$ cat src/sbns_pkg.sv
// constants shared by the subtract-with-borrow / nibble-swap unit
package sbns_pkg;
  // register byte offsets on the control bus
  localparam logic [7:0] OFS_CTRL = 8'h00;
  localparam logic [7:0] OFS_INSTR = 8'h04;
  localparam logic [7:0] OFS_WREG = 8'h08;
  localparam logic [7:0] OFS_FLAGS = 8'h0C;
  localparam logic [7:0] OFS_BANK = 8'h10;
  localparam logic [7:0] OFS_STAT = 8'h14;
  localparam logic [7:0] OFS_RESULT = 8'h18;
  // field positions
  localparam int CTRL_EXT_BIT = 0;
  localparam int STAT_BUSY_BIT = 0;
  localparam int STAT_ILLEGAL_BIT = 1;
  localparam int FLG_C = 0;
  localparam int FLG_DC = 1;
  localparam int FLG_Z = 2;
  localparam int FLG_OV = 3;
  localparam int FLG_N = 4;
  // reset values
  localparam logic RST_EXT = 1'h0;
  localparam logic [7:0] RST_WREG = 8'h00;
  localparam logic [4:0] RST_FLAGS = 5'h00;
  localparam logic [3:0] RST_BANK = 4'h0;
  // opcode fields: bits 15:10 select the operation
  localparam logic [5:0] OPC_SUBB = 6'h16;
  localparam logic [5:0] OPC_SWAP = 6'h0E;
  // addressing
  localparam logic [7:0] IDX_LIMIT = 8'h5F;
  localparam logic [7:0] ACCESS_SPLIT = 8'h60;
  localparam logic [3:0] ACCESS_HIGH_BANK = 4'hF;
  localparam logic [3:0] ACCESS_LOW_BANK = 4'h0;
  // bus answers
  localparam logic [1:0] RESP_OKAY = 2'h0;
  localparam logic [1:0] RESP_SLVERR = 2'h2;
  typedef enum logic [2:0] {PH_IDLE, PH_Q1, PH_Q2, PH_Q3, PH_Q4} sbns_phase_t;
endpackage

$ cat src/sbns_top.sv
// subtract-with-borrow / nibble-swap unit with its control-bus register set
//
// Our own choices: the address map and the AXI4-Lite interface to the registers.
`timescale 1ns/1ps
module sbns_top (
  input wire logic REF_CLK,
  input wire logic SRST,
  input wire logic CE,
  input wire logic [7:0] S_AXI_AWADDR,
  input wire logic S_AXI_AWVALID,
  output logic S_AXI_AWREADY,
  input wire logic [31:0] S_AXI_WDATA,
  input wire logic [3:0] S_AXI_WSTRB,
  input wire logic S_AXI_WVALID,
  output logic S_AXI_WREADY,
  output logic [1:0] S_AXI_BRESP,
  output logic S_AXI_BVALID,
  input wire logic S_AXI_BREADY,
  input wire logic [7:0] S_AXI_ARADDR,
  input wire logic S_AXI_ARVALID,
  output logic S_AXI_ARREADY,
  output logic [31:0] S_AXI_RDATA,
  output logic [1:0] S_AXI_RRESP,
  output logic S_AXI_RVALID,
  input wire logic S_AXI_RREADY,
  output logic [11:0] FILE_ADDR,
  output logic FILE_RE,
  input wire logic [7:0] FILE_RDATA,
  output logic FILE_WE,
  output logic [7:0] FILE_WDATA,
  output logic IDX_MODE
);
  logic ext_r;
  logic [7:0] w_r;
  logic [4:0] flags_r;
  logic [3:0] bank_r;
  logic illegal_r;
  logic start_r;
  logic [15:0] instr_r;
  logic aw_ok_r;
  logic w_ok_r;
  logic [7:0] aw_addr_r;
  logic [31:0] w_data_r;
  logic [3:0] w_strb_r;
  logic busy;
  logic done;
  logic wr_w;
  logic upd_flags;
  logic ex_illegal;
  logic [7:0] ex_result;
  logic [4:0] ex_flags;

  sbns_exec u_exec (
    .clk(REF_CLK),
    .srst(SRST),
    .ce(CE),
    .start(start_r),
    .instr(instr_r),
    .w_val(w_r),
    .flags_in(flags_r),
    .bank(bank_r),
    .ext_en(ext_r),
    .file_rdata(FILE_RDATA),
    .file_addr(FILE_ADDR),
    .file_re(FILE_RE),
    .file_we(FILE_WE),
    .file_wdata(FILE_WDATA),
    .idx_mode(IDX_MODE),
    .busy(busy),
    .done(done),
    .wr_w(wr_w),
    .upd_flags(upd_flags),
    .illegal(ex_illegal),
    .result(ex_result),
    .flags_out(ex_flags)
  );

  // write channel: address and data are caught separately, in either order
  wire aw_hs = S_AXI_AWVALID && S_AXI_AWREADY;
  wire w_hs = S_AXI_WVALID && S_AXI_WREADY;
  wire do_wr = aw_ok_r && w_ok_r && !S_AXI_BVALID;
  wire b_hs = S_AXI_BVALID && S_AXI_BREADY;
  wire sel_ctrl = (aw_addr_r == sbns_pkg::OFS_CTRL);
  wire sel_instr = (aw_addr_r == sbns_pkg::OFS_INSTR);
  wire sel_wreg = (aw_addr_r == sbns_pkg::OFS_WREG);
  wire sel_flags = (aw_addr_r == sbns_pkg::OFS_FLAGS);
  wire sel_bank = (aw_addr_r == sbns_pkg::OFS_BANK);
  wire sel_stat = (aw_addr_r == sbns_pkg::OFS_STAT);
  wire sel_res = (aw_addr_r == sbns_pkg::OFS_RESULT);
  wire wr_known = sel_ctrl || sel_instr || sel_wreg || sel_flags || sel_bank || sel_stat
                  || sel_res;
  wire b0 = do_wr && w_strb_r[0];
  // an instruction needs both low bytes; one issued while busy is dropped
  wire go = do_wr && sel_instr && (w_strb_r[1:0] == 2'h3) && !busy && !start_r;
  wire ill_clr = b0 && sel_stat && w_data_r[sbns_pkg::STAT_ILLEGAL_BIT];

  wire ar_hs = S_AXI_ARVALID && S_AXI_ARREADY;
  // busy also spans the decode-fault cycle, so a poll never sees idle before the sticky flag
  wire stat_busy = busy || start_r || ex_illegal;
  wire [31:0] stat_word = {30'h0000_0000, illegal_r, stat_busy};
  logic [31:0] rd_word;
  logic rd_known;
  always_comb begin
    rd_known = 1'b1;
    if (S_AXI_ARADDR == sbns_pkg::OFS_CTRL) rd_word = {31'h0000_0000, ext_r};
    else if (S_AXI_ARADDR == sbns_pkg::OFS_INSTR) rd_word = {16'h0000, instr_r};
    else if (S_AXI_ARADDR == sbns_pkg::OFS_WREG) rd_word = {24'h00_0000, w_r};
    else if (S_AXI_ARADDR == sbns_pkg::OFS_FLAGS) rd_word = {27'h000_0000, flags_r};
    else if (S_AXI_ARADDR == sbns_pkg::OFS_BANK) rd_word = {28'h000_0000, bank_r};
    else if (S_AXI_ARADDR == sbns_pkg::OFS_STAT) rd_word = stat_word;
    else if (S_AXI_ARADDR == sbns_pkg::OFS_RESULT) rd_word = {24'h00_0000, ex_result};
    else begin
      rd_word = 32'h0000_0000;
      rd_known = 1'b0;
    end
  end

  always_ff @(posedge REF_CLK) begin
    if (SRST) begin
      S_AXI_AWREADY <= 1'b1;
      S_AXI_WREADY <= 1'b1;
      S_AXI_BVALID <= 1'b0;
      S_AXI_BRESP <= sbns_pkg::RESP_OKAY;
      aw_ok_r <= 1'b0;
      w_ok_r <= 1'b0;
      aw_addr_r <= 8'h00;
      w_data_r <= 32'h0000_0000;
      w_strb_r <= 4'h0;
    end else if (CE) begin
      if (aw_hs) begin
        aw_ok_r <= 1'b1;
        aw_addr_r <= S_AXI_AWADDR;
        S_AXI_AWREADY <= 1'b0;
      end
      if (w_hs) begin
        w_ok_r <= 1'b1;
        w_data_r <= S_AXI_WDATA;
        w_strb_r <= S_AXI_WSTRB;
        S_AXI_WREADY <= 1'b0;
      end
      if (do_wr) begin
        aw_ok_r <= 1'b0;
        w_ok_r <= 1'b0;
        S_AXI_BVALID <= 1'b1;
        S_AXI_BRESP <= wr_known ? sbns_pkg::RESP_OKAY : sbns_pkg::RESP_SLVERR;
      end
      if (b_hs) begin
        S_AXI_BVALID <= 1'b0;
        S_AXI_AWREADY <= 1'b1;
        S_AXI_WREADY <= 1'b1;
      end
    end
  end

  always_ff @(posedge REF_CLK) begin
    if (SRST) begin
      S_AXI_ARREADY <= 1'b1;
      S_AXI_RVALID <= 1'b0;
      S_AXI_RDATA <= 32'h0000_0000;
      S_AXI_RRESP <= sbns_pkg::RESP_OKAY;
    end else if (CE) begin
      if (ar_hs) begin
        S_AXI_ARREADY <= 1'b0;
        S_AXI_RVALID <= 1'b1;
        S_AXI_RDATA <= rd_word;
        S_AXI_RRESP <= rd_known ? sbns_pkg::RESP_OKAY : sbns_pkg::RESP_SLVERR;
      end else if (S_AXI_RVALID && S_AXI_RREADY) begin
        S_AXI_RVALID <= 1'b0;
        S_AXI_ARREADY <= 1'b1;
      end
    end
  end

  always_ff @(posedge REF_CLK) begin
    if (SRST) begin
      ext_r <= sbns_pkg::RST_EXT;
      bank_r <= sbns_pkg::RST_BANK;
      start_r <= 1'b0;
      instr_r <= 16'h0000;
    end else if (CE) begin
      start_r <= go;
      if (go) instr_r <= w_data_r[15:0];
      if (b0 && sel_ctrl) ext_r <= w_data_r[sbns_pkg::CTRL_EXT_BIT];
      if (b0 && sel_bank) bank_r <= w_data_r[3:0];
    end
  end

  // the engine's own update beats a software write in the same cycle
  always_ff @(posedge REF_CLK) begin
    if (SRST) begin
      w_r <= sbns_pkg::RST_WREG;
    end else if (CE) begin
      if (done && wr_w) w_r <= ex_result;
      else if (b0 && sel_wreg) w_r <= w_data_r[7:0];
    end
  end

  always_ff @(posedge REF_CLK) begin
    if (SRST) begin
      flags_r <= sbns_pkg::RST_FLAGS;
    end else if (CE) begin
      if (done && upd_flags) flags_r <= ex_flags;
      else if (b0 && sel_flags) flags_r <= w_data_r[4:0];
    end
  end

  // a decode fault in the clearing cycle still sets the flag
  always_ff @(posedge REF_CLK) begin
    if (SRST) begin
      illegal_r <= 1'b0;
    end else if (CE) begin
      if (ex_illegal) illegal_r <= 1'b1;
      else if (ill_clr) illegal_r <= 1'b0;
    end
  end
endmodule

$ cat src/sbns_exec.sv
// four-phase decode and execute engine for the two file-register operations
`timescale 1ns/1ps
module sbns_exec (
  input wire logic clk,
  input wire logic srst,
  input wire logic ce,
  input wire logic start,
  input wire logic [15:0] instr,
  input wire logic [7:0] w_val,
  input wire logic [4:0] flags_in,
  input wire logic [3:0] bank,
  input wire logic ext_en,
  input wire logic [7:0] file_rdata,
  output logic [11:0] file_addr,
  output logic file_re,
  output logic file_we,
  output logic [7:0] file_wdata,
  output logic idx_mode,
  output logic busy,
  output logic done,
  output logic wr_w,
  output logic upd_flags,
  output logic illegal,
  output logic [7:0] result,
  output logic [4:0] flags_out
);
  sbns_pkg::sbns_phase_t ph_r;
  logic [15:0] ir_r;
  logic [7:0] opnd_r;

  wire [7:0] f_adr = ir_r[7:0];
  wire bank_sel = ir_r[8];
  wire dest_file = ir_r[9];
  wire is_subb = (ir_r[15:10] == sbns_pkg::OPC_SUBB);
  wire is_swap = (ir_r[15:10] == sbns_pkg::OPC_SWAP);
  // indexed literal offset: the core adds its own base, only the offset leaves here
  wire use_idx = !bank_sel && ext_en && (f_adr <= sbns_pkg::IDX_LIMIT);
  wire [3:0] acc_bank = (f_adr < sbns_pkg::ACCESS_SPLIT) ? sbns_pkg::ACCESS_LOW_BANK :
                        sbns_pkg::ACCESS_HIGH_BANK;
  wire [3:0] eff_bank = bank_sel ? bank : acc_bank;
  wire [11:0] eff_addr = use_idx ? {4'h0, f_adr} : {eff_bank, f_adr};

  // borrow-in is the inverted carry
  wire bin = !flags_in[sbns_pkg::FLG_C];
  wire [8:0] diff = {1'b0, opnd_r} - {1'b0, w_val} - {8'h00, bin};
  wire [4:0] ndiff = {1'b0, opnd_r[3:0]} - {1'b0, w_val[3:0]} - {4'h0, bin};
  wire ovf = (opnd_r[7] != w_val[7]) && (diff[7] != opnd_r[7]);
  wire [4:0] subb_flags = {diff[7], ovf, (diff[7:0] == 8'h00), !ndiff[4], !diff[8]};
  wire [7:0] swapped = {opnd_r[3:0], opnd_r[7:4]};
  wire [7:0] res_nxt = is_subb ? diff[7:0] : swapped;

  assign busy = (ph_r != sbns_pkg::PH_IDLE);

  // one instruction cycle: Q1 decode, Q2 read, Q3 process, Q4 write
  always_ff @(posedge clk) begin
    if (srst) begin
      ph_r <= sbns_pkg::PH_IDLE;
      ir_r <= 16'h0000;
      opnd_r <= 8'h00;
      file_addr <= 12'h000;
      file_re <= 1'b0;
      file_we <= 1'b0;
      file_wdata <= 8'h00;
      idx_mode <= 1'b0;
      done <= 1'b0;
      wr_w <= 1'b0;
      upd_flags <= 1'b0;
      illegal <= 1'b0;
      result <= 8'h00;
      flags_out <= 5'h00;
    end else if (ce) begin
      done <= 1'b0;
      wr_w <= 1'b0;
      upd_flags <= 1'b0;
      illegal <= 1'b0;
      case (ph_r)
        sbns_pkg::PH_IDLE: begin
          if (start) begin
            ir_r <= instr;
            ph_r <= sbns_pkg::PH_Q1;
          end
        end
        sbns_pkg::PH_Q1: begin
          if (is_subb || is_swap) begin
            file_addr <= eff_addr;
            idx_mode <= use_idx;
            file_re <= 1'b1;
            ph_r <= sbns_pkg::PH_Q2;
          end else begin
            illegal <= 1'b1;
            ph_r <= sbns_pkg::PH_IDLE;
          end
        end
        sbns_pkg::PH_Q2: begin
          opnd_r <= file_rdata;
          file_re <= 1'b0;
          ph_r <= sbns_pkg::PH_Q3;
        end
        sbns_pkg::PH_Q3: begin
          result <= res_nxt;
          flags_out <= is_subb ? subb_flags : flags_in;
          file_wdata <= res_nxt;
          file_we <= dest_file;
          ph_r <= sbns_pkg::PH_Q4;
        end
        sbns_pkg::PH_Q4: begin
          file_we <= 1'b0;
          done <= 1'b1;
          wr_w <= !dest_file;
          upd_flags <= is_subb;
          ph_r <= sbns_pkg::PH_IDLE;
        end
        default: ph_r <= sbns_pkg::PH_IDLE;
      endcase
    end
  end
endmodule

$ cat config.mk
export PLATFORM = sky130hd
export DESIGN_NAME = sbns_top
export DESIGN_NICKNAME = d
export VERILOG_FILES = /design/src/sbns_pkg.sv /design/src/sbns_top.sv /design/src/sbns_exec.sv
export SDC_FILE = /design/constraint.sdc
export NUM_CORES = 1
export LEC_CHECK = 0
export ABC_AREA = 1
export ABC_CLOCK_PERIOD_IN_PS = 2600
export BUFFER_PORTS_ARGS = -buffer_cell sky130_fd_sc_hd__buf_2
export CAP_MARGIN = 20
export CORE_MARGIN = 2
export CORE_UTILIZATION = 58
export CTS_BUF_LIST = sky130_fd_sc_hd__clkbuf_8
export DETAILED_ROUTE_END_ITERATION = 10
export PLACE_DENSITY = 0.83
export SYNTH_ARGS = -nofsm -noshare
export SYNTH_HDL_FRONTEND = slang
export SYNTH_SLANG_ARGS = --single-unit
$ cat constraint.sdc
create_clock -name REF_CLK -period 2.6 [get_ports REF_CLK]
set_input_delay 0.26 -clock REF_CLK [delete_from_list [all_inputs] [get_ports REF_CLK]]
set_output_delay 0.26 -clock REF_CLK [all_outputs]
set_load 0.005 [all_outputs]
==> results by group <==
Status
  • Status: finished clean

Timing
  • F_max: 453 MHz
  • Final Cycle Share: 0.849
  • Final Max Tran Viols: 0
  • Final setup vio count: 0
  • Slew @ Worst Pin: 0.611 ns
  • Final hold viol count: 0
  • RSZ-0062 raised after global routing: false
  • Relative slew slack: 0.592
  • Post-Route Skew: approximately 0.011 ns
  • Final TNS setup: 0 ns
  • Min Tclk post-route: 2.21 ns

Global routing
  • Pin count of the biggest net entering global routing: 41
  • Number of global-route vias before repair: 5721
  • First-pass GRT wire length: approximately 28000 um
  • Initial antenna violation count: 0
  • GRT Residual Overflow: 0
  • Tot GR Track Use: 0.270

Cells and area
  • # nets final: around 1100
  • Layout cells sized above 1: 0.182
  • Area grow syn2layout: 13.1%
  • Commonest non-fill, non-tap cells in the layout: a21oi_1 (151), dfxtp_1 (146), inv_1 (131), nand2_1 (128), o21ai_0 (99)
  • Most common cell after layout, fill and taps aside: a21oi_1
  • Ant diodes: 0

Yosys
  • Top FF cell, synth: dfxtp_1
  • Register bit total from synthesis: ~150
  • Mapped Area: around 6900 sq um
  • Ys async rst share: 0
  • Unique masters post-synth: 45
  • Synth warn: 0
  • Number of enable flip-flop cells after synthesis: 0
  • Syn Inst Count: 920
  • Sequential fraction of the synthesis area: 0.421
  • Syn_area_per_cell: 7.55 sq um

Run
  • Max cap viols: 0

Pwr
  • NetSw: 0.00102 W
  • Total power density per cell area: 580 nW/um^2
  • Leakage: between 3 and 4 nW
  • Seq pwr share: 0.507
  • Internal Power: about 0.0035 W
  • Logic pwr share: 0.060
  • Tot Pwr: 0.00456 W
  • Maximum vdd drop: approximately 0.00051 V
  • Clock power frac: 0.434
  • Sw Share: 0.225

Placed design
  • Port Buf Inserts: 95
  • HPWL Detailed: 12200 um
  • Gpl congestion: slightly above 0.9

Setup path
  • Critical path buffers and inverters: 1
  • Critical path type: flip-flop to flip-flop
  • Worst-path fanout max: 3
  • Worst path required time: around 3 ns
  • WP depth: 12
  • Reg2Reg Depth: 12
  • Critical Path Source: flags_r[0]
  • Worst Setup EP: u_exec.flags_out[0]
  • Family with the most delay on the worst path: adder cells
  • Reg2reg setup slack: between 0.3 and 0.4 ns
  • Critical path startpoint category: flip-flop
  • Crit end category: flip-flop
  • Critical Path Slowest Stage Cell: fa_1
  • Reg-to-reg endpoint: u_exec.flags_out[0]
  • Most frequent CP cell: nand2_1
  • CP Cell Sequence: inv_1 -> fa_1 -> fa_1 -> nand2_1 -> nand2_1 -> nand2_1 -> nand4_1 -> nand2_1 -> nand2_1 -> nand3_1 -> nand2_1 -> a21oi_1
  • Reg2Reg Launch Point: flags_r[0]
  • Max incr delay on CP: 0.48 ns
  • Worst path arrival time: roughly 2.6 ns

CTS
  • CTS root buf: clkbuf_8
  • Total CTS buffers: 17
  • H-tree Lvls: 4
  • Hold_buf cts: 0
  • Clk slew on worst S/H paths: about 0.08 ns
  • CTS tree: built
  • CTS sink cnt: ~150
  • Postcts setup bufs: 0
  • Post-CTS Resized: 0
  • Clk_lat worst skew: 0.44 ns
  • Clock buffer depth: 2

Routing
  • Post-Route WL: 17100 um
  • Via density: roughly 5.5
  • Iteration-0 DRC Markers: about 490
  • Total vias in the final route: between 6000 and 7000
  • Wirelength per Cell: between 10 and 15 um
  • Drt first pass iters: 6
  • Drt drc: 0
  • Detail Route Antenna Nets: 0

Die
  • Die height: about 110 um
  • Initial Util: 0.600
  • Die width: 113 um
  • Core Rows: 39
  • Core area: 11600 sq um
  • IO Count: 132
  • Die Area: between 10000 and 15000 sq um

Worst hold path
  • HP Class: primary input to flip-flop
==> flip-flops by register name (all words and copies together), names as in the netlist, 5 cells and up <==
| name | count |
|---|---|
| S_AXI_RDATA | 16 |
| u_exec.result | 8 |
| u_exec.opnd_r | 8 |
| aw_addr_r | 8 |
| u_exec.flags_out | 5 |
| flags_r | 5 |
| instr_r | 16 |
| u_exec.ir_r | 16 |
| w_data_r | 16 |
| w_r | 8 |
| u_exec.file_addr | 12 |
==> power groups by stage <==
stage,registers [W],logic [W],clock network [W]
floorplan,0.00235,0.000198,0
global placement,0.00236,0.000262,0
detailed placement,0.00236,0.000267,0
CTS,0.00231,0.000270,0.00200
global route,0.00231,0.000304,0.00210
finish,0.00231,0.000271,0.00198
==> layout make-up <==
type                       count  area [sq um]
clock inverter                 8           150
clock buffer                  22           303
multi-input combinational    592          3210
sequential                   146          2920
inverter                     141           529
tap                          143           179
timing repair buffer         105           563
fill                         984          3710
==> synth_stat cells, drive strengths merged (2+ instances only) <==
master	n	share of area
xor2	4	0.0050
ha	14	0.025
nor3	8	0.011
o21ai	119	0.091
a22oi	2	0.0036
o211a	4	0.0058
nor2	54	0.043
fa	2	0.0058
inv	140	0.076
clkbuf	21	0.011
nand3	47	0.037
nand4	13	0.014
o211ai	10	0.012
mux2	3	0.0049
nand2	129	0.071
buf	37	0.039
a211oi	5	0.0054
dfxtp	146	0.42
a21oi	153	0.11
==> worst min path at each step <==
stage | start | endpoint | slack (ns) | cells past startpoint
CTS | S_AXI_WVALID | S_AXI_WREADY | 0.06 | 4
global route | S_AXI_WVALID | S_AXI_WREADY | 0.07 | 4
finish | S_AXI_WVALID | S_AXI_WREADY | 0.08 | 4
floorplan | S_AXI_AWVALID | S_AXI_AWREADY | 0.42 | 3
detailed placement | w_data_r[9] | w_data_r[9] | 0.44 | 2
global placement | w_data_r[11] | w_data_r[11] | 0.43 | 2
==> layer usage <==
metal / vias up / track usage / share of wire
li1: 3185 / - / -
met1: 2917 / 0.363 / 0.44
met2: 255 / 0.425 / 0.45
met3: 41 / 0.0611 / 0.080
met4: 0 / 0.105 / 0.031
met5: - / 0 / 0
==> tightest hold or removal path, cell delays in order <==
cell	delay, ns
buf_2	0.09
nand2_1	0.04
nand2_1	0.05
nand2_1	0.04
==> cells by family (layout without fill, tap and decap cells) <==
kind of cell / Yosys count / in the layout / share of synthesized area
xor+xnor: 4 / 4 / 0.00504
flops: 146 / 146 / 0.421
other cells: 1 / 18 / 0.000540
mux: 3 / 3 / 0.00486
simple gates: 253 / 253 / 0.177
compound gates: 298 / 298 / 0.234
buf+inv: 199 / 276 / 0.127
fa+ha+maj: 16 / 16 / 0.0310
==> metrics by stage <==
| step | hold slack [ns] | instances | worst slack [ns] | instance area (sq um) | utilization |
|---|---|---|---|---|---|
| floorplan | 0.419 | 937 | 0.642 | 7010 | - |
| global placement | 0.433 | 1127 | 0.483 | 7400 | 0.640 |
| detailed placement | 0.438 | 1127 | 0.430 | 7400 | 0.640 |
| CTS | 0.0556 | 1157 | 0.411 | 7850 | 0.679 |
| global route | 0.0696 | 1157 | 0.184 | 7850 | 0.679 |
| finish | 0.0760 | 1157 | 0.393 | 7850 | 0.679 |
No activity file was read; power rests on OpenSTA's default activity.
